## src/logic/mis_consts.vh

```
// Constants for the interrupt sequencer: register offsets, fields, source and vector numbers, timing.
// Assumes a 32-bit classic Wishbone slave with word-aligned registers.
`ifndef MIS_CONSTS_VH
`define MIS_CONSTS_VH
`define MIS_OFF_PEND 8'h00
`define MIS_OFF_LVL0 8'h04
`define MIS_OFF_LVL1 8'h08
`define MIS_OFF_EXTCFG 8'h0c
`define MIS_OFF_KEYCFG 8'h10
`define MIS_OFF_MATCH0 8'h14
`define MIS_OFF_MATCH1 8'h18
`define MIS_OFF_MATCHEN 8'h1c
`define MIS_OFF_STATUS 8'h20
// Extcfg fields
`define MIS_EXT0_EN 0
`define MIS_EXT0_BOTH 1
`define MIS_EXT0_POL 2
`define MIS_EXT0_FLT 3
`define MIS_EXT1_POL 5
`define MIS_EXT2_POL 6
`define MIS_EXT3_SRC 7
`define MIS_EXT3_FLT 8
`define MIS_EXT3_HALF 10
// Source numbers on the peripheral request vector
`define MIS_SRC_KEY 4'd0
`define MIS_SRC_EXT0 4'd1
`define MIS_SRC_EXT1 4'd2
`define MIS_SRC_EXT2 4'd3
`define MIS_SRC_EXT3 4'd4
// Vector numbers
`define MIS_VEC_KEY 8'h0d
`define MIS_VEC_EXT0 8'h1d
`define MIS_VEC_EXT1 8'h19
`define MIS_VEC_EXT2 8'h15
`define MIS_VEC_EXT3 8'h1a
`define MIS_VEC_WDT 8'hf0
`define MIS_VEC_STEP 8'hf1
`define MIS_VEC_MATCH 8'hf2
`define MIS_SOFT_LO 8'h20
`define MIS_SOFT_HI 8'h3f
`define MIS_ENTRY_CYCLES 5'd20
`define MIS_LVL_NMI 4'h7
`define MIS_RING_DIV 7'h7f
`define MIS_FLG_I 6
`define MIS_FLG_D 5
`define MIS_FLG_U 7
`endif

```

## src/logic/mis_sequencer.v

```verilog
// Interrupt acceptance and entry sequencer for a small CPU core, with pin request sources.
// Assumes pins asynchronous to clk_i, core signals synchronous, single clock domain.
`timescale 1ns/1ps
`default_nettype none
`include "mis_consts.vh"
module mis_sequencer #(
  parameter NKEY = 4,
  parameter AW = 20
) (
  input wire clk_i,
  input wire rst_i,
  // Wishbone slave
  input wire wb_cyc_i,
  input wire wb_stb_i,
  input wire wb_we_i,
  input wire [7:0] wb_adr_i,
  input wire [3:0] wb_sel_i,
  input wire [31:0] wb_dat_i,
  output reg [31:0] wb_dat_o,
  output reg wb_ack_o,
  // Pins
  input wire ext_input_0_i,
  input wire ext_input_1_i,
  input wire ext_input_2_i,
  input wire ext_input_3_i,
  input wire [NKEY-1:0] key_pin_i,
  input wire ring_clock_i,
  output reg ext0_port_level_o,
  output reg ext3_port_level_o,
  // Core side
  input wire instr_done_i,
  input wire instr_suspendable_i,
  input wire [AW-1:0] fetch_addr_i,
  input wire fetch_long_i,
  input wire [7:0] flag_register_i,
  input wire [3:0] processor_priority_level_i,
  input wire [AW-1:0] pc_i,
  input wire soft_req_i,
  input wire [7:0] soft_num_i,
  input wire wdt_req_i,
  input wire step_req_i,
  input wire return_from_interrupt_i,
  input wire [15:0] stack_data_i,
  input wire [AW-1:0] vector_i,
  output reg entry_busy_o,
  output reg [7:0] entry_num_o,
  output reg info_rd_o,
  output reg push_wr_o,
  output reg push_use_user_o,
  output reg [7:0] push_data_o,
  output reg [1:0] push_idx_o,
  output reg [7:0] flag_load_o,
  output reg flag_load_en_o,
  output reg [3:0] ipl_load_o,
  output reg ipl_load_en_o,
  output reg [AW-1:0] pc_load_o,
  output reg pc_load_en_o,
  output reg suspend_o
);
  localparam ST_IDLE = 2'd0;
  localparam ST_SEQ = 2'd1;
  localparam ST_RET = 2'd2;

  // Two-stage synchronisers for every pin input
  wire [NKEY+4:0] pin_raw = {ring_clock_i, key_pin_i, ext_input_3_i, ext_input_2_i, ext_input_1_i, ext_input_0_i};
  reg [NKEY+4:0] sync1_reg;
  reg [NKEY+4:0] sync2_reg;
  reg [NKEY+4:0] prev_reg;
  always @(posedge clk_i) begin
    if (rst_i) begin
      sync1_reg <= {(NKEY+5){1'b0}};
      sync2_reg <= {(NKEY+5){1'b0}};
      prev_reg <= {(NKEY+5){1'b0}};
    end else begin
      sync1_reg <= pin_raw;
      sync2_reg <= sync1_reg;
      prev_reg <= sync2_reg;
    end
  end

  // Software-visible configuration
  reg [4:0] pend_reg;
  reg [15:0] lvl_reg;
  reg [10:0] ext_cfg_reg;
  reg [2*NKEY-1:0] key_cfg_reg;
  reg [AW-1:0] match0_reg;
  reg [AW-1:0] match1_reg;
  reg [1:0] match_en_reg;

  // Filter sampling ticks: divide by 1, 8, 32 from the CPU clock
  reg [4:0] presc_reg;
  always @(posedge clk_i) begin
    if (rst_i)
      presc_reg <= 5'h00;
    else
      presc_reg <= presc_reg + 5'h01;
  end
  function tick_sel;
    input [1:0] sel;
    input [4:0] p;
    begin
      case (sel)
        2'b01: tick_sel = 1'b1;
        2'b10: tick_sel = (p[2:0] == 3'h0);
        2'b11: tick_sel = (p == 5'h00);
        default: tick_sel = 1'b0;
      endcase
    end
  endfunction

  // Three-agreement filters for inputs 0 and 3
  reg [2:0] f0_sh_reg;
  reg [2:0] f3_sh_reg;
  reg f0_reg;
  reg f3_reg;
  reg f0_prev_reg;
  reg f3_prev_reg;
  wire [1:0] f0_sel = ext_cfg_reg[`MIS_EXT0_FLT+1:`MIS_EXT0_FLT];
  wire [1:0] f3_sel = ext_cfg_reg[`MIS_EXT3_FLT+1:`MIS_EXT3_FLT];
  always @(posedge clk_i) begin
    if (rst_i) begin
      f0_sh_reg <= 3'h0;
      f3_sh_reg <= 3'h0;
      f0_reg <= 1'b0;
      f3_reg <= 1'b0;
      f0_prev_reg <= 1'b0;
      f3_prev_reg <= 1'b0;
    end else begin
      f0_prev_reg <= f0_reg;
      f3_prev_reg <= f3_reg;
      if (f0_sel == 2'b00)
        f0_reg <= sync2_reg[0];
      else if (tick_sel(f0_sel, presc_reg)) begin
        f0_sh_reg <= {f0_sh_reg[1:0], sync2_reg[0]};
        if (f0_sh_reg[1:0] == {2{sync2_reg[0]}})
          f0_reg <= sync2_reg[0];
      end
      if (f3_sel == 2'b00)
        f3_reg <= sync2_reg[3];
      else if (tick_sel(f3_sel, presc_reg)) begin
        f3_sh_reg <= {f3_sh_reg[1:0], sync2_reg[3]};
        if (f3_sh_reg[1:0] == {2{sync2_reg[3]}})
          f3_reg <= sync2_reg[3];
      end
    end
  end

  // Ring clock divide by 128, or by 64 with the half bit set
  reg [6:0] ring_cnt_reg;
  wire ring_edge = sync2_reg[NKEY+4] & ~prev_reg[NKEY+4];
  always @(posedge clk_i) begin
    if (rst_i)
      ring_cnt_reg <= 7'h00;
    else if (ring_edge)
      ring_cnt_reg <= ring_cnt_reg + 7'h01;
  end
  wire ring_ev = ring_edge && (ring_cnt_reg == `MIS_RING_DIV ||
    (ext_cfg_reg[`MIS_EXT3_HALF] && ring_cnt_reg == 7'h3f));

  // Edge events
  wire e0_rise = f0_reg & ~f0_prev_reg;
  wire e0_fall = ~f0_reg & f0_prev_reg;
  wire ev_ext0 = ext_cfg_reg[`MIS_EXT0_EN] && (ext_cfg_reg[`MIS_EXT0_BOTH] ? (e0_rise | e0_fall) :
    (ext_cfg_reg[`MIS_EXT0_POL] ? e0_rise : e0_fall));
  wire ev_ext1 = ext_cfg_reg[`MIS_EXT1_POL] ? (~sync2_reg[1] & prev_reg[1]) : (sync2_reg[1] & ~prev_reg[1]);
  wire ev_ext2 = ext_cfg_reg[`MIS_EXT2_POL] ? (~sync2_reg[2] & prev_reg[2]) : (sync2_reg[2] & ~prev_reg[2]);
  wire ev_ext3 = ext_cfg_reg[`MIS_EXT3_SRC] ? ring_ev : (f3_reg & ~f3_prev_reg) | (~f3_reg & f3_prev_reg & 1'b0) ;

  // Key pins: active level on an enabled pin masks the others
  wire [NKEY-1:0] key_act;
  wire [NKEY-1:0] key_edge;
  genvar gk;
  generate
    for (gk = 0; gk < NKEY; gk = gk + 1) begin : g_key
      wire edge_polarity = key_cfg_reg[NKEY+gk];
      assign key_act[gk] = key_cfg_reg[gk] && (sync2_reg[4+gk] == edge_polarity);
      assign key_edge[gk] = key_cfg_reg[gk] && (prev_reg[4+gk] != edge_polarity) && (sync2_reg[4+gk] == edge_polarity);
    end
  endgenerate
  wire key_blocked = |(key_act & ~key_edge & {NKEY{1'b1}}) ;
  wire ev_key = |key_edge && !key_blocked;

  // Request levels and acceptance
  wire [4:0] ev_vec = {ev_ext3, ev_ext2, ev_ext1, ev_ext0, ev_key};
  reg [7:0] flags_save_reg;
  reg [3:0] win_src_reg;
  reg [1:0] state_reg;
  reg [4:0] cnt_reg;
  reg [7:0] num_reg;
  reg [3:0] lvl_acc_reg;
  reg keep_ipl_reg;
  reg user_stack_reg;
  reg [AW-1:0] push_pc_reg;
  reg [AW-1:0] vec_reg;
  reg [1:0] ret_cnt_reg;
  reg [15:0] ret_hi_reg;

  // Fixed ranking among maskable sources: lower index wins on equal level
  reg [3:0] best_lvl;
  reg [3:0] best_src;
  reg best_ok;
  integer i;
  always @* begin
    best_lvl = 4'h0;
    best_src = 4'h0;
    best_ok = 1'b0;
    for (i = 4; i >= 0; i = i - 1) begin
      if (pend_reg[i] && {1'b0, lvl_reg[3*i +: 3]} > processor_priority_level_i &&
          {1'b0, lvl_reg[3*i +: 3]} >= best_lvl) begin
        best_lvl = {1'b0, lvl_reg[3*i +: 3]};
        best_src = i[3:0];
        best_ok = 1'b1;
      end
    end
    best_ok = best_ok & flag_register_i[`MIS_FLG_I];
  end
  wire match_hit0 = match_en_reg[0] && fetch_addr_i == match0_reg;
  wire match_hit1 = match_en_reg[1] && fetch_addr_i == match1_reg;
  wire match_hit = match_hit0 | match_hit1;
  wire boundary = instr_done_i | instr_suspendable_i;
  wire soft_now = soft_req_i;
  wire any_req = soft_now | wdt_req_i | best_ok | step_req_i | match_hit;
  wire start = (state_reg == ST_IDLE) && (soft_now || (boundary && any_req));

  // Bus decode
  wire wb_req = wb_cyc_i & wb_stb_i & ~wb_ack_o;
  wire wb_wr = wb_req & wb_we_i & wb_sel_i[0];
  wire clr_acc = start && !soft_now && !wdt_req_i && best_ok;

  // Pending flags: hardware set beats software clear and acceptance clear
  always @(posedge clk_i) begin
    if (rst_i)
      pend_reg <= 5'h00;
    else begin
      if (wb_wr && wb_adr_i == `MIS_OFF_PEND)
        pend_reg <= (pend_reg & wb_dat_i[4:0]) | ev_vec;
      else if (clr_acc)
        pend_reg <= (pend_reg & ~(5'h01 << best_src)) | ev_vec;
      else
        pend_reg <= pend_reg | ev_vec;
    end
  end

  // Configuration registers and read back
  always @(posedge clk_i) begin
    if (rst_i) begin
      lvl_reg <= 16'h0000;
      ext_cfg_reg <= 11'h000;
      key_cfg_reg <= {(2*NKEY){1'b0}};
      match0_reg <= {AW{1'b0}};
      match1_reg <= {AW{1'b0}};
      match_en_reg <= 2'h0;
      wb_ack_o <= 1'b0;
      wb_dat_o <= 32'h00000000;
    end else begin
      wb_ack_o <= wb_req;
      if (wb_wr) begin
        case (wb_adr_i)
          `MIS_OFF_LVL0: lvl_reg <= wb_dat_i[15:0];
          `MIS_OFF_EXTCFG: ext_cfg_reg <= wb_dat_i[10:0];
          `MIS_OFF_KEYCFG: key_cfg_reg <= wb_dat_i[2*NKEY-1:0];
          `MIS_OFF_MATCH0: match0_reg <= wb_dat_i[AW-1:0];
          `MIS_OFF_MATCH1: match1_reg <= wb_dat_i[AW-1:0];
          `MIS_OFF_MATCHEN: match_en_reg <= wb_dat_i[1:0];
          default: ;
        endcase
      end
      case (wb_adr_i)
        `MIS_OFF_PEND: wb_dat_o <= {27'h0, pend_reg};
        `MIS_OFF_LVL0: wb_dat_o <= {16'h0, lvl_reg};
        `MIS_OFF_EXTCFG: wb_dat_o <= {21'h0, ext_cfg_reg};
        `MIS_OFF_KEYCFG: wb_dat_o <= {{(32-2*NKEY){1'b0}}, key_cfg_reg};
        `MIS_OFF_MATCH0: wb_dat_o <= {{(32-AW){1'b0}}, match0_reg};
        `MIS_OFF_MATCH1: wb_dat_o <= {{(32-AW){1'b0}}, match1_reg};
        `MIS_OFF_MATCHEN: wb_dat_o <= {30'h0, match_en_reg};
        `MIS_OFF_STATUS: wb_dat_o <= {16'h0, num_reg, 2'h0, state_reg, 1'b0, sync2_reg[3], f0_reg, entry_busy_o};
        default: wb_dat_o <= 32'h00000000;
      endcase
    end
  end

  // Vector number for the accepted maskable source
  reg [7:0] src_vec;
  always @* begin
    case (best_src)
      `MIS_SRC_KEY: src_vec = `MIS_VEC_KEY;
      `MIS_SRC_EXT0: src_vec = `MIS_VEC_EXT0;
      `MIS_SRC_EXT1: src_vec = `MIS_VEC_EXT1;
      `MIS_SRC_EXT2: src_vec = `MIS_VEC_EXT2;
      default: src_vec = `MIS_VEC_EXT3;
    endcase
  end

  // Entry and return sequencer; 20 cycles from start to handler
  always @(posedge clk_i) begin
    if (rst_i) begin
      state_reg <= ST_IDLE;
      cnt_reg <= 5'h00;
      num_reg <= 8'h00;
      lvl_acc_reg <= 4'h0;
      keep_ipl_reg <= 1'b0;
      user_stack_reg <= 1'b0;
      push_pc_reg <= {AW{1'b0}};
      flags_save_reg <= 8'h00;
      vec_reg <= {AW{1'b0}};
      ret_cnt_reg <= 2'h0;
      ret_hi_reg <= 16'h0000;
      entry_busy_o <= 1'b0;
      entry_num_o <= 8'h00;
      info_rd_o <= 1'b0;
      push_wr_o <= 1'b0;
      push_use_user_o <= 1'b0;
      push_data_o <= 8'h00;
      push_idx_o <= 2'h0;
      flag_load_o <= 8'h00;
      flag_load_en_o <= 1'b0;
      ipl_load_o <= 4'h0;
      ipl_load_en_o <= 1'b0;
      pc_load_o <= {AW{1'b0}};
      pc_load_en_o <= 1'b0;
      suspend_o <= 1'b0;
      ext0_port_level_o <= 1'b0;
      ext3_port_level_o <= 1'b0;
    end else begin
      ext0_port_level_o <= f0_reg;
      ext3_port_level_o <= sync2_reg[3];
      info_rd_o <= 1'b0;
      push_wr_o <= 1'b0;
      flag_load_en_o <= 1'b0;
      ipl_load_en_o <= 1'b0;
      pc_load_en_o <= 1'b0;
      suspend_o <= 1'b0;
      case (state_reg)
        ST_IDLE: begin
          if (start) begin
            state_reg <= ST_SEQ;
            cnt_reg <= 5'h01;
            entry_busy_o <= 1'b1;
            info_rd_o <= 1'b1;
            suspend_o <= instr_suspendable_i & ~instr_done_i;
            flags_save_reg <= flag_register_i;
            push_pc_reg <= pc_i;
            keep_ipl_reg <= 1'b1;
            user_stack_reg <= 1'b0;
            lvl_acc_reg <= processor_priority_level_i;
            if (soft_now) begin
              num_reg <= soft_num_i;
              entry_num_o <= soft_num_i;
              user_stack_reg <= (soft_num_i >= `MIS_SOFT_LO && soft_num_i <= `MIS_SOFT_HI) &&
                flag_register_i[`MIS_FLG_U];
            end else if (wdt_req_i) begin
              num_reg <= `MIS_VEC_WDT;
              entry_num_o <= `MIS_VEC_WDT;
              lvl_acc_reg <= `MIS_LVL_NMI;
              keep_ipl_reg <= 1'b0;
            end else if (best_ok) begin
              num_reg <= src_vec;
              entry_num_o <= src_vec;
              lvl_acc_reg <= best_lvl;
              keep_ipl_reg <= 1'b0;
            end else if (step_req_i) begin
              num_reg <= `MIS_VEC_STEP;
              entry_num_o <= `MIS_VEC_STEP;
            end else begin
              num_reg <= `MIS_VEC_MATCH;
              entry_num_o <= `MIS_VEC_MATCH;
              push_pc_reg <= fetch_addr_i + {{(AW-2){1'b0}}, fetch_long_i, ~fetch_long_i};
            end
          end else if (return_from_interrupt_i) begin
            state_reg <= ST_RET;
            ret_cnt_reg <= 2'h0;
          end
        end
        ST_SEQ: begin
          cnt_reg <= cnt_reg + 5'h01;
          entry_num_o <= num_reg;
          vec_reg <= vector_i;
          if (cnt_reg == 5'h03) begin
            flag_load_o <= flags_save_reg & ~(8'h01 << `MIS_FLG_I) & ~(8'h01 << `MIS_FLG_D) &
              ~((num_reg >= `MIS_SOFT_LO && num_reg <= `MIS_SOFT_HI) ? 8'h00 : (8'h01 << `MIS_FLG_U));
            flag_load_en_o <= 1'b1;
          end
          if (cnt_reg >= 5'h08 && cnt_reg <= 5'h0b) begin
            push_wr_o <= 1'b1;
            push_use_user_o <= user_stack_reg;
            push_idx_o <= cnt_reg[1:0];
            case (cnt_reg[1:0])
              2'd0: push_data_o <= {lvl_acc_reg[3:0] & 4'h0 | processor_priority_level_i, push_pc_reg[AW-1:AW-4]};
              2'd1: push_data_o <= flags_save_reg;
              2'd2: push_data_o <= push_pc_reg[15:8];
              default: push_data_o <= push_pc_reg[7:0];
            endcase
          end
          if (cnt_reg == 5'h0e && !keep_ipl_reg) begin
            ipl_load_o <= lvl_acc_reg;
            ipl_load_en_o <= 1'b1;
          end
          if (cnt_reg == `MIS_ENTRY_CYCLES - 5'h01) begin
            pc_load_o <= vec_reg;
            pc_load_en_o <= 1'b1;
          end
          if (cnt_reg == `MIS_ENTRY_CYCLES) begin
            state_reg <= ST_IDLE;
            entry_busy_o <= 1'b0;
          end
        end
        ST_RET: begin
          ret_cnt_reg <= ret_cnt_reg + 2'h1;
          if (ret_cnt_reg == 2'h0)
            ret_hi_reg <= stack_data_i;
          if (ret_cnt_reg == 2'h1) begin
            flag_load_o <= ret_hi_reg[7:0];
            flag_load_en_o <= 1'b1;
            ipl_load_o <= ret_hi_reg[15:12];
            ipl_load_en_o <= 1'b1;
            pc_load_o <= {ret_hi_reg[11:8], stack_data_i};
            pc_load_en_o <= 1'b1;
            state_reg <= ST_IDLE;
          end
        end
        default: state_reg <= ST_IDLE;
      endcase
    end
  end
endmodule // mis_sequencer
`default_nettype wire

```

## config.mk

```make
export PLATFORM = sky130hd
export DESIGN_NAME = mis_sequencer
export DESIGN_NICKNAME = d
export VERILOG_FILES = /design/src/logic/mis_sequencer.v
export VERILOG_INCLUDE_DIRS = /design/src /design/src/logic
export SDC_FILE = /design/constraint.sdc
export NUM_CORES = 1
export LEC_CHECK = 0
export ABC_AREA = 1
export BUFFER_PORTS_ARGS = -buffer_cell sky130_fd_sc_hd__buf_2
export CAP_MARGIN = 20
export CORE_MARGIN = 2
export CORE_UTILIZATION = 25
export CTS_BUF_LIST = sky130_fd_sc_hd__clkbuf_4 sky130_fd_sc_hd__clkbuf_8
export CTS_CLUSTER_DIAMETER = 30
export CTS_CLUSTER_SIZE = 25
export DETAILED_ROUTE_END_ITERATION = 16
export PLACE_DENSITY = 0.43
export SYNTH_ARGS = -nofsm -noshare
export SYNTH_HDL_FRONTEND = slang
export SYNTH_SLANG_ARGS = --single-unit
```

## constraint.sdc

```tcl
create_clock -name clk_i -period 8.3 [get_ports clk_i]
set_input_delay 1.66 -clock clk_i [delete_from_list [all_inputs] [get_ports clk_i]]
set_output_delay 1.66 -clock clk_i [all_outputs]
set_load 0.01 [all_outputs]
```

==> results by group, run 1 <==
Setup path
  – CP Data Required Time: 8810 ps
  – Most used cell along the critical path: nand2_1
  – CP endpoint kind: register
  – Critical path type: in -> reg
  – Critical path's slowest cell: ha_1
  – Worst path max stage delay: about 310 ps
  – Worst Path Max Fanout: 33
  – CP Launch Type: input pin
  – Crit path DAT: 7610 ps
  – R2r setup slk: 1940 ps

Synth
  – Post-synth top area share: between 40% and 50%
  – Flops & latches, synth: 294
  – Post-synth top flop: dfxtp_1
  – Synthesis warning total: 0
  – Top post-synthesis cells by area: dfxtp_1, nand2_1, o21ai_0
  – Syn avg cell area: 7.20 µm²
  – Number of distinct library cells after synthesis: 49
  – Cell taking the most area after synthesis: dfxtp_1
  – Mapped Cells: 1,929
  – Syn Std Cell Area: 13,900 µm²
  – Number of enable flip-flop cells after synthesis: 0
  – Asr flop ratio synth: 0%
  – Seq/Total Area, Yosys: 42.4%

STA
  – Hold Slack: approximately 400 ps
  – Final Cycle Share: 85.6%
  – Worst slew margin: a little over a quarter
  – Unrepaired setup endpoints after global routing: false
  – Worst-case clock skew: ~28 ps
  – Worst-Margin Slew: 1060 ps
  – Final TNS setup: 0 ps
  – Slew Viols, Final: 0
  – Final hold vios: 0
  – Tmin final: 7100 ps
  – Fmax achieved: roughly 0.14 GHz
  – Setup Viol. Count Final: 0

CTS
  – Clock sinks: 294
  – # Post-CTS Setup Buffers: 0
  – Hold-fix buffers, CTS: 0
  – CTS Buf Count: 83
  – CTS tree: built
  – Depth of the CTS H-tree: 3
  – Clock transition at the registers of the reported paths: 50 ps
  – Maximum buffer depth of the clock tree: 3
  – Post-CTS sizing: 0
  – Skew-Pair Late Insertion Delay: 660 ps
  – Root Buffer: clkbuf_8

Flow run
  – MaxCap Viol Count: 0

Detailed routing
  – Post-DR vias/cell: between 4 and 5
  – Routed length per placed instance: about 18 µm
  – First-pass detailed-route iteration total: 5
  – Routed wire length: about 52 mm
  – Remaining DRCs: 0
  – Iter 0 DRT Violations: 762
  – Detail Route Antenna Nets: 0
  – Vias post-DR: 13,617

Cells and area
  – Share of cells above drive strength 1: 19.7%
  – Core Util, Final: 32.0%
  – Area Growth Syn to Fin: 26.7%
  – Fin nets: 2,377
  – Filler Cells Inserted: ~6,100

Run status
  – Status: finished clean

Die
  – Row Count: 86
  – Area of the core: ~55,000 µm²
  – Die H: 240 µm
  – I/O Pins: 254
  – Die Footprint: 57,400 µm²
  – Initial Utilization: between 20% and 30%
  – Die W: 240 µm

Power
  – Worst vdd ir: 0.136 mV
  – PD cells: 288 nW/µm²
  – Leak pwr: 7.66 nW

Global routing
  – Vias in the first global route: 13,156
  – Pin count of the biggest net entering global routing: roughly 100
  – Antenna violations before repair: 13
  – GR Overflow Total: 0
  – First-pass GRT wire length: just under 80 mm
  – Total GRT Usage: 18.0%

Place
  – Routability cong.: approximately 0.9
  – Port Buffer Count: ~230
  – DP HPWL: ~40 mm

Worst hold path
  – Worst Hold Class: reg -> reg
==> cell usage after synthesis (7+ instances only) <==
| cell | number |
|---|---|
| nand2_1 | 317 |
| dfxtp_1 | 294 |
| nor2_1 | 268 |
| o21ai_0 | 233 |
| inv_1 | 223 |
| a21oi_1 | 137 |
| clkbuf_1 | 69 |
| nand3_1 | 59 |
| ha_1 | 42 |
| xor2_1 | 33 |
| a31oi_1 | 32 |
| o22ai_1 | 30 |
| nand4_1 | 28 |
| o21ai_1 | 22 |
| nor3_1 | 16 |
| buf_4 | 15 |
| a221oi_1 | 12 |
| or2_2 | 8 |
| xnor2_1 | 8 |
| a211oi_1 | 7 |
==> placed cells by master, fill, tap and decap left out, types with 4 or more instances in the layout <==
master / netlist / final
nand3_2: 4 / 4
a31oi_1: 32 / 32
nor2_2: 5 / 5
a21oi_2: 6 / 7
inv_1: 223 / 222
bufinv_16: 0 / 4
o21bai_1: 4 / 4
xor2_1: 33 / 33
nor4_1: 6 / 6
or2_2: 8 / 8
nand2_1: 317 / 317
xnor2_1: 8 / 8
clkinvlp_4: 0 / 4
a221oi_1: 12 / 12
buf_4: 15 / 19
o21ai_1: 22 / 22
nand3_1: 59 / 59
nor2_1: 268 / 268
nor3_1: 16 / 16
conb_1: 1 / 12
o21ai_0: 233 / 233
ha_1: 42 / 42
a21oi_1: 137 / 136
clkinv_2: 0 / 14
o22ai_1: 30 / 30
buf_2: 5 / 225
dfxtp_1: 294 / 294
clkbuf_4: 0 / 20
clkbuf_8: 0 / 98
a211oi_1: 7 / 7
nand2_2: 4 / 4
clkinv_4: 0 / 4
nand4_1: 28 / 28
==> routing by layer <==
metal / global-route usage (%) / up-vias / part of all wire (%)
met4: 6.59 / 20 / 2.9
met5: 0 / - / 0.26
met2: 29.6 / 387 / 46
li1: - / 6850 / -
met3: 4.91 / 103 / 6.3
met1: 22.4 / 6257 / 44
==> final cells by class <==
class	count	area, µm²	area share, %
Timing Repair Buffer	247	1340	7.60
Sequential cell	294	5890	33.5
Inverter	229	862	4.90
Clock buffer	118	1500	8.52
Antenna cell	2	5.00	0.0284
Multi-Input combinational cell	1318	6720	38.2
Clock inverter	34	348	1.98
Tap cell	748	936	5.32
==> report_power, final <==
| group | internal, mW | total (mW) | switching (mW) |
|---|---|---|---|
| sequential | 1.65 | 1.77 | 0.127 |
| clock | 1.31 | 2.11 | 0.800 |
| combinational | 0.388 | 1.18 | 0.796 |
| total | 3.34 | 5.06 | 1.72 |
==> per-stage QoR <==
stage | worst slack [ps] | total power, mW | instances | area (µm²)
5_1_grt | 589 | 5.37 | 2988 | 17600
3_5_place_dp | 542 | 2.98 | 2835 | 15700
6_report | 1200 | 5.06 | 2990 | 17600
2_1_floorplan | 1520 | 2.54 | 1940 | 13900
3_3_place_gp | 579 | 2.97 | 2835 | 15700
4_1_cts | 1250 | 5.12 | 2987 | 17600
==> cells by family (layout without fill, tap and decap cells) <==
kind of cell,count (synthesis),in the layout,synth area share (%)
AO/OA/AOI/OAI,493,493,19.3
flip-flops,294,294,42.4
AND/OR/NAND/NOR,728,728,22.2
adder cells (fa/ha/maj),43,43,3.93
buffers and inverters,328,628,9.54
other,1,14,0.0270
multiplexers,1,1,0.0721
XOR/XNOR,41,41,2.59
==> path summary, 6_finish.rpt <==
kind	from	to	depth (start not counted)
setup / recovery	processor_priority_level_i[2]	ret_cnt_reg[0]$_SDFFE_PP0P_	47
hold / removal	sync1_reg[6]$_SDFF_PP0_	sync2_reg[6]$_SDFF_PP0_	2
setup reg to reg	lvl_reg[12]$_SDFFE_PP0P_	ret_cnt_reg[0]$_SDFFE_PP0P_	46
hold reg to reg	sync1_reg[6]$_SDFF_PP0_	sync2_reg[6]$_SDFF_PP0_	2
==> critical path, delay by kind of cell <==
| family | cells | cell delay, ps |
|---|---|---|
| buffers and inverters | 10 | 980 |
| AO/OA/AOI/OAI | 7 | 1090 |
| AND/OR/NAND/NOR | 25 | 2390 |
| adder cells (fa/ha/maj) | 5 | 1460 |
No activity file was read; power rests on OpenSTA's default activity.
==> run 2: changes to the inputs <==
--- a/config.mk
+++ b/config.mk
@@ -16,6 +16,7 @@
 export CTS_CLUSTER_SIZE = 25
 export DETAILED_ROUTE_END_ITERATION = 16
 export PLACE_DENSITY = 0.43
+export REMOVE_ABC_BUFFERS = 1
 export SYNTH_ARGS = -nofsm -noshare
 export SYNTH_HDL_FRONTEND = slang
 export SYNTH_SLANG_ARGS = --single-unit
==> run 2 against run 1 <==
  * Cell area rose by 0.87%
  * Sequential share of layout area fell by 0.29 points
  * Global-route usage fell by 0.23 points
  * Clock power rose by 9%
  * Via count fell by 0.68%
  * Count of clock-buffer cells in the layout fell by 2
  * Combinational power barely moved
  * First-iteration DRC count rose by 1.0%
  * Cell count did not move
  * Die area did not move
  * Total power rose by 3.4%
  * Largest power group unchanged
==> results by group, run 2 (same netlist as run 1, synthesis figures left out) <==
STA
  – Worst-case clock skew: 42.6 ps (+14.6 ps)
  – Final Cycle Share: 86.6% (+1.0 points)
  – Final TNS setup: 0 ps (unchanged)
  – Setup ws final: 1110 ps (-82.7 ps)
  – Slew Viols, Final: 0 (unchanged)
  – Worst-Margin Slew: 1020 ps (-40.2 ps)
  – Final hold vios: 0 (unchanged)
  – Unrepaired setup endpoints after global routing: false
  – Tmin final: 7190 ps (+82.7 ps)
  – Setup Viol. Count Final: 0 (unchanged)
  – Worst slew margin: 30.0% (+2.8 points)
  – Hold Slack: 396 ps (-5.14 ps)
  – Fmax achieved: 0.139 GHz (-1.2%)

Worst hold path
  – Worst Hold Class: reg -> reg

Die
  – Die W: 240 µm (unchanged)
  – Row Count: 86 (unchanged)
  – Area of the core: 55,000 µm² (unchanged)
  – Initial Utilization: 25.3% (unchanged)
  – I/O Pins: 254 (unchanged)
  – Die Footprint: 57,400 µm² (unchanged)
  – Die H: 240 µm (unchanged)

Flow run
  – MaxCap Viol Count: 0 (unchanged)

CTS
  – Hold-fix buffers, CTS: 0 (unchanged)
  – Depth of the CTS H-tree: 3 (unchanged)
  – Root Buffer: clkbuf_8
  – Clock sinks: 294 (unchanged)
  – Post-CTS sizing: 0 (unchanged)
  – CTS Buf Count: 85 (+2.4%)
  – Skew-Pair Late Insertion Delay: 670 ps (about the same)
  – # Post-CTS Setup Buffers: 0 (unchanged)
  – Maximum buffer depth of the clock tree: 3 (unchanged)
  – Clock transition at the registers of the reported paths: 50 ps (about the same)
  – CTS tree: built

Detailed routing
  – Remaining DRCs: 0 (unchanged)
  – Detail Route Antenna Nets: 0 (unchanged)
  – Post-DR vias/cell: 4.52 (-0.68%)
  – First-pass detailed-route iteration total: 5 (unchanged)
  – Vias post-DR: 13,524 (-0.68%)
  – Routed length per placed instance: 17.3 µm (-1.5%)
  – Iter 0 DRT Violations: 770 (+1.0%)
  – Routed wire length: 51.7 mm (-1.5%)

Global routing
  – Total GRT Usage: 17.8% (-0.23 points)
  – Antenna violations before repair: 3 (-10)
  – First-pass GRT wire length: 76.9 mm (-0.71%)
  – Pin count of the biggest net entering global routing: 104 (+2.0%)
  – GR Overflow Total: 0 (unchanged)
  – Vias in the first global route: 12,907 (-1.9%)

Setup path
  – Most used cell along the critical path: nand2_1
  – CP Launch Type: input pin
  – Worst path max stage delay: 310 ps (about the same)
  – Critical path's slowest cell: ha_1
  – Worst Path Max Fanout: 11 (-67%)
  – CP bufs+invs: 10 (unchanged)
  – CP endpoint kind: register
  – Crit path DAT: 7750 ps (+140 ps)
  – CP Data Required Time: 8860 ps (+50 ps)
  – Critical path type: in -> reg
  – Crit-path leading delay family: simple AND/OR/NAND/NOR gates

Cells and area
  – Finished Cell Area: 17,700 µm² (+0.87%)
  – Filler Cells Inserted: 6,024 (-0.63%)
  – Most frequent cells in the layout: nand2_1, dfxtp_1, nor2_1
  – Share of cells above drive strength 1: 19.8% (+0.036 points)
  – Area Growth Syn to Fin: 27.8%
  – Most common cell after layout, fill and taps aside: nand2_1
  – Fin nets: 2,380 (+0.13%)

Power
  – PD cells: 295 nW/µm² (+2.5%)
  – NetSw: 1.72 mW (about the same)
  – Flop pwr share: 33.8% (-1.2 points)
  – Clock share of power: 43.7% (+2.1 points)
  – Pint: 3.51 mW (+5.2%)
  – Comb pwr share: 22.5% (-0.9 points)
  – Worst vdd ir: 0.120 mV (-12%)
  – Sw Share: 32.9% (-1.1 points)
  – Leak pwr: 7.72 nW (+0.75%)

Place
  – Routability cong.: 0.834 (-6.1%)
  – Port Buffer Count: 226 (unchanged)
  – DP Area: 15,700 µm² (+0.15%)
  – Place WS: 466 ps (-76.1 ps)
  – DP HPWL: 38.4 mm (-2.2%)

Run status
  – Status: finished clean
==> run 2: layer usage <==
layer,wire length [µm],GRT usage (%),vias up
met4,1740,7.71,2
met5,16,0,-
met1,23200,22.9,6182
met2,23400,28.3,403
li1,-,-,6843
met3,3420,3.93,94
==> run 2: power groups by stage <==
stage	combinational, mW	sequential [mW]	clock [mW]
6_report	1.18	1.77	2.29
5_1_grt	1.33	1.80	2.43
2_1_floorplan	0.658	1.80	0
4_1_cts	1.20	1.77	2.35
3_5_place_dp	1.20	1.80	0
3_3_place_gp	1.17	1.79	0
==> run 2: metrics by stage <==
stage / util (%) / power [mW] / cells
global route: 32.3 / 5.55 / 2989
finish: 32.3 / 5.24 / 2990
CTS: 32.2 / 5.32 / 2988
global placement: 28.6 / 2.96 / 2835
detailed placement: 28.6 / 2.99 / 2836
floorplan: - / 2.46 / 1841
==> run 2: final timing paths <==
kind	startpoint	endpoint	slack, ps	cells past startpoint
max	processor_priority_level_i[2]	entry_num_o[3]$_SDFFE_PP0P_	1110	46
max reg2reg	lvl_reg[12]$_SDFFE_PP0P_	entry_num_o[3]$_SDFFE_PP0P_	2020	45
min reg2reg	sync1_reg[2]$_SDFF_PP0_	sync2_reg[2]$_SDFF_PP0_	400	2
min	sync1_reg[2]$_SDFF_PP0_	sync2_reg[2]$_SDFF_PP0_	400	2
==> run 2: cell type report <==
type                            instances  area (µm²)  share of cell area [%]
Inverter                              229         862                    4.86
Multi-Input combinational cell       1318        6730                    37.9
Sequential cell                       294        5890                    33.2
Timing Repair Buffer                  248        1350                    7.61
Clock buffer                          116        1510                    8.50
Clock inverter                         36         470                    2.65
Tap cell                              748         936                    5.27
Antenna cell                            1        2.50                  0.0141
==> run 2: worst register-to-register path: cells and delay by family, from the launching register on <==
| family | cells | cell delay, ps |
|---|---|---|
| AND/OR/NAND/NOR | 24 | 2400 |
| buffers and inverters | 9 | 840 |
| flip-flops | 1 | 320 |
| AO/OA/AOI/OAI | 7 | 1170 |
| adder cells (fa/ha/maj) | 5 | 1460 |
==> run 3: changes to the inputs <==
--- a/config.mk
+++ b/config.mk
@@ -6,7 +6,6 @@
 export SDC_FILE = /design/constraint.sdc
 export NUM_CORES = 1
 export LEC_CHECK = 0
-export ABC_AREA = 1
 export BUFFER_PORTS_ARGS = -buffer_cell sky130_fd_sc_hd__buf_2
 export CAP_MARGIN = 20
 export CORE_MARGIN = 2
==> run 3 against run 2 <==
  * Core utilization increased by 0.53 points
  * Combinational power grew 4%
  * Largest power group unchanged
  * First-iteration DRC count down 4.3%
  * Clock skew decreased by 14 ps
  * Flip-flop and latch count is the same
  * Via count fell by 3.5%
==> results by group, run 3 <==
Run status
  – Status: finished clean

Synth
  – Syn avg cell area: 8.30 µm² (+15%)
  – Post-synth top cells: dfxtp_1, nand2_1, nor2_1, a21oi_1, mux2i_1
  – Asr flop ratio synth: 0% (unchanged)
  – Cell with the most instances after synthesis: dfxtp_1
  – Mapped Cells: 1,677 (-13%)
  – Cell taking the most area after synthesis: dfxtp_1
  – Syn Std Cell Area: 13,900 µm² (+0.23%)
  – Post-synth top area share: 42.3% (-0.099 points)
  – Number of enable flip-flop cells after synthesis: 0 (unchanged)
  – Synthesis warning total: 0 (unchanged)
  – Seq/Total Area, Yosys: 42.3% (-0.099 points)
  – Post-synth top flop: dfxtp_1
  – Top post-synthesis cells by area: dfxtp_1, a21oi_1, nand2_1
  – Flops & latches, synth: 294 (unchanged)
  – Number of distinct library cells after synthesis: 75 (+53%)

Power
  – Leak pwr: 7.12 nW (-7.8%)
  – Total power after layout: 5.45 mW (+4.0%)
  – Worst vdd ir: 0.131 mV (+9.0%)
  – PD cells: 301 nW/µm² (+2.1%)

STA
  – Worst-case clock skew: 28.4 ps (-14.2 ps)
  – Fmax achieved: 0.131 GHz (-5.7%)
  – Hold Slack: 411 ps (+15.0 ps)
  – Final hold vios: 0 (unchanged)
  – Worst slew margin: 30.9% (+0.91 points)
  – Setup ws final: 676 ps (-437 ps)
  – Tmin final: 7620 ps (+437 ps)
  – Slew Viols, Final: 0 (unchanged)
  – Final Cycle Share: 91.9% (+5.3 points)
  – Unrepaired setup endpoints after global routing: false
  – Setup Viol. Count Final: 0 (unchanged)
  – Worst-Margin Slew: 1040 ps (+12.8 ps)

Place
  – Placed Instances: 2,580 (-9.0%)
  – Place WS: 112 ps (-354 ps)
  – Port Buffer Count: 226 (unchanged)
  – DP HPWL: 36.9 mm (-3.9%)
  – Routability cong.: 0.843 (+1.1%)

Die
  – Row Count: 86 (unchanged)
  – Initial Utilization: 25.3% (about the same)
  – Area of the core: 55,100 µm² (+0.20%)
  – Die H: 240 µm (+0.11%)
  – Die Footprint: 57,600 µm² (+0.23%)
  – Die W: 240 µm (+0.11%)
  – I/O Pins: 254 (unchanged)

Global routing
  – Pin count of the biggest net entering global routing: 91 (-13%)
  – Antenna violations before repair: 9 (+6)
  – First-pass GRT wire length: 77.0 mm (about the same)
  – GR Overflow Total: 0 (unchanged)
  – Vias in the first global route: 12,712 (-1.5%)
  – Total GRT Usage: 17.6% (-0.16 points)

Detailed routing
  – Vias post-DR: 13,045 (-3.5%)
  – Detail Route Antenna Nets: 0 (unchanged)
  – Routed wire length: 50.9 mm (-1.5%)
  – Remaining DRCs: 0 (unchanged)
  – First-pass detailed-route iteration total: 9 (+4)
  – Iter 0 DRT Violations: 737 (-4.3%)
  – Post-DR vias/cell: 4.76 (+5.1%)
  – Routed length per placed instance: 18.6 µm (+7.4%)

Setup path
  – Critical path type: in -> reg
  – CP Data Required Time: 8850 ps (about the same)
  – CP Launch Type: input pin
  – Crit path DAT: 8170 ps (+420 ps)
  – Worst path max stage delay: 380 ps (+70 ps)
  – Worst Path Max Fanout: 16 (+5)
  – CP endpoint kind: register
  – Critical path's slowest cell: mux2_2

CTS
  – Clock transition at the registers of the reported paths: 70 ps (+20 ps)
  – # Post-CTS Setup Buffers: 0 (unchanged)
  – Root Buffer: clkbuf_8
  – CTS Buf Count: 87 (+2.4%)
  – Skew-Pair Late Insertion Delay: 650 ps (-20 ps)
  – Post-CTS sizing: 0 (unchanged)
  – Clock sinks: 294 (unchanged)
  – Hold-fix buffers, CTS: 0 (unchanged)
  – Maximum buffer depth of the clock tree: 3 (unchanged)
  – Depth of the CTS H-tree: 3 (unchanged)
  – CTS tree: built

Cells and area
  – Area Growth Syn to Fin: 29.9%
  – Fin nets: 2,125 (-11%)
  – Share of cells above drive strength 1: 22.7% (+2.9 points)
  – Most frequent cells in the layout: dfxtp_1, nand2_1, buf_2
  – Non-Filler Instances: 2,743 (-8.3%)
  – Core Util, Final: 32.8% (+0.53 points)
  – Most common cell after layout, fill and taps aside: dfxtp_1

Flow run
  – MaxCap Viol Count: 0 (unchanged)

Worst hold path
  – Worst Hold Class: reg -> reg
[run 3: per-stage QoR]
stage / setup TNS [ps] / area (µm²)
after floorplan: -13080 / 13400
after global placement: 0 / 15900
after detailed placement: 0 / 15900
after CTS: 0 / 18100
after global routing: 0 / 18100
final: 0 / 18100
[run 3: path summary, 6_finish.rpt]
path	startpoint	end	slack, ps	cells after the start
max	processor_priority_level_i[1]	lvl_acc_reg[3]$_SDFFE_PP0P_	680	35
min reg2reg	sync1_reg[5]$_SDFF_PP0_	sync2_reg[5]$_SDFF_PP0_	410	1
max reg2reg	lvl_reg[13]$_SDFFE_PP0P_	lvl_acc_reg[3]$_SDFFE_PP0P_	1540	33
min	sync1_reg[5]$_SDFF_PP0_	sync2_reg[5]$_SDFF_PP0_	410	1
[run 3: critical path, delay by kind of cell]
family	cells	cell delay, ps
and+or+nand+nor	10	1850
muxes	1	380
adders and majority gates	5	1420
buffers and inverters	4	530
AOI/OAI and AO/OA	15	2340
[run 3: kinds of logic after synthesis]
logic type | count (synthesis) | share of synthesized area, %
multiplexers | 89 | 6.44
AND/OR/NAND/NOR | 647 | 21.0
flip-flops | 294 | 42.3
other | 1 | 0.0269
AO/OA/AOI/OAI | 375 | 17.1
adder cells (fa/ha/maj) | 43 | 3.92
XOR/XNOR | 71 | 4.47
buffers and inverters | 157 | 4.78
[run 3: routing by layer]
layer | track usage [%] | vias up | share of wire [%]
met5 | 0 | - | 0.041
li1 | - | 6376 | -
met3 | 4.64 | 96 | 6.6
met2 | 28.7 | 413 | 46
met1 | 22.6 | 6156 | 45
met4 | 5.61 | 4 | 2.3
[run 3: final cells by class]
type | instances | area, µm²
fillers | 5960 | 37000
multi-input cells | 1237 | 7440
diodes | 3 | 7.51
clock inverters | 50 | 703
repair buffers | 267 | 1510
flip-flops and latches | 294 | 5890
clock buffers | 110 | 1460
well taps | 748 | 936
inverters | 34 | 128
[run 3: power breakdown]
| group | internal (mW) | switching (mW) | total (mW) |
|---|---|---|---|
| registers | 1.59 | 0.126 | 1.72 |
| clock network | 1.67 | 0.830 | 2.50 |
| logic | 0.477 | 0.751 | 1.23 |
| total | 3.74 | 1.71 | 5.45 |
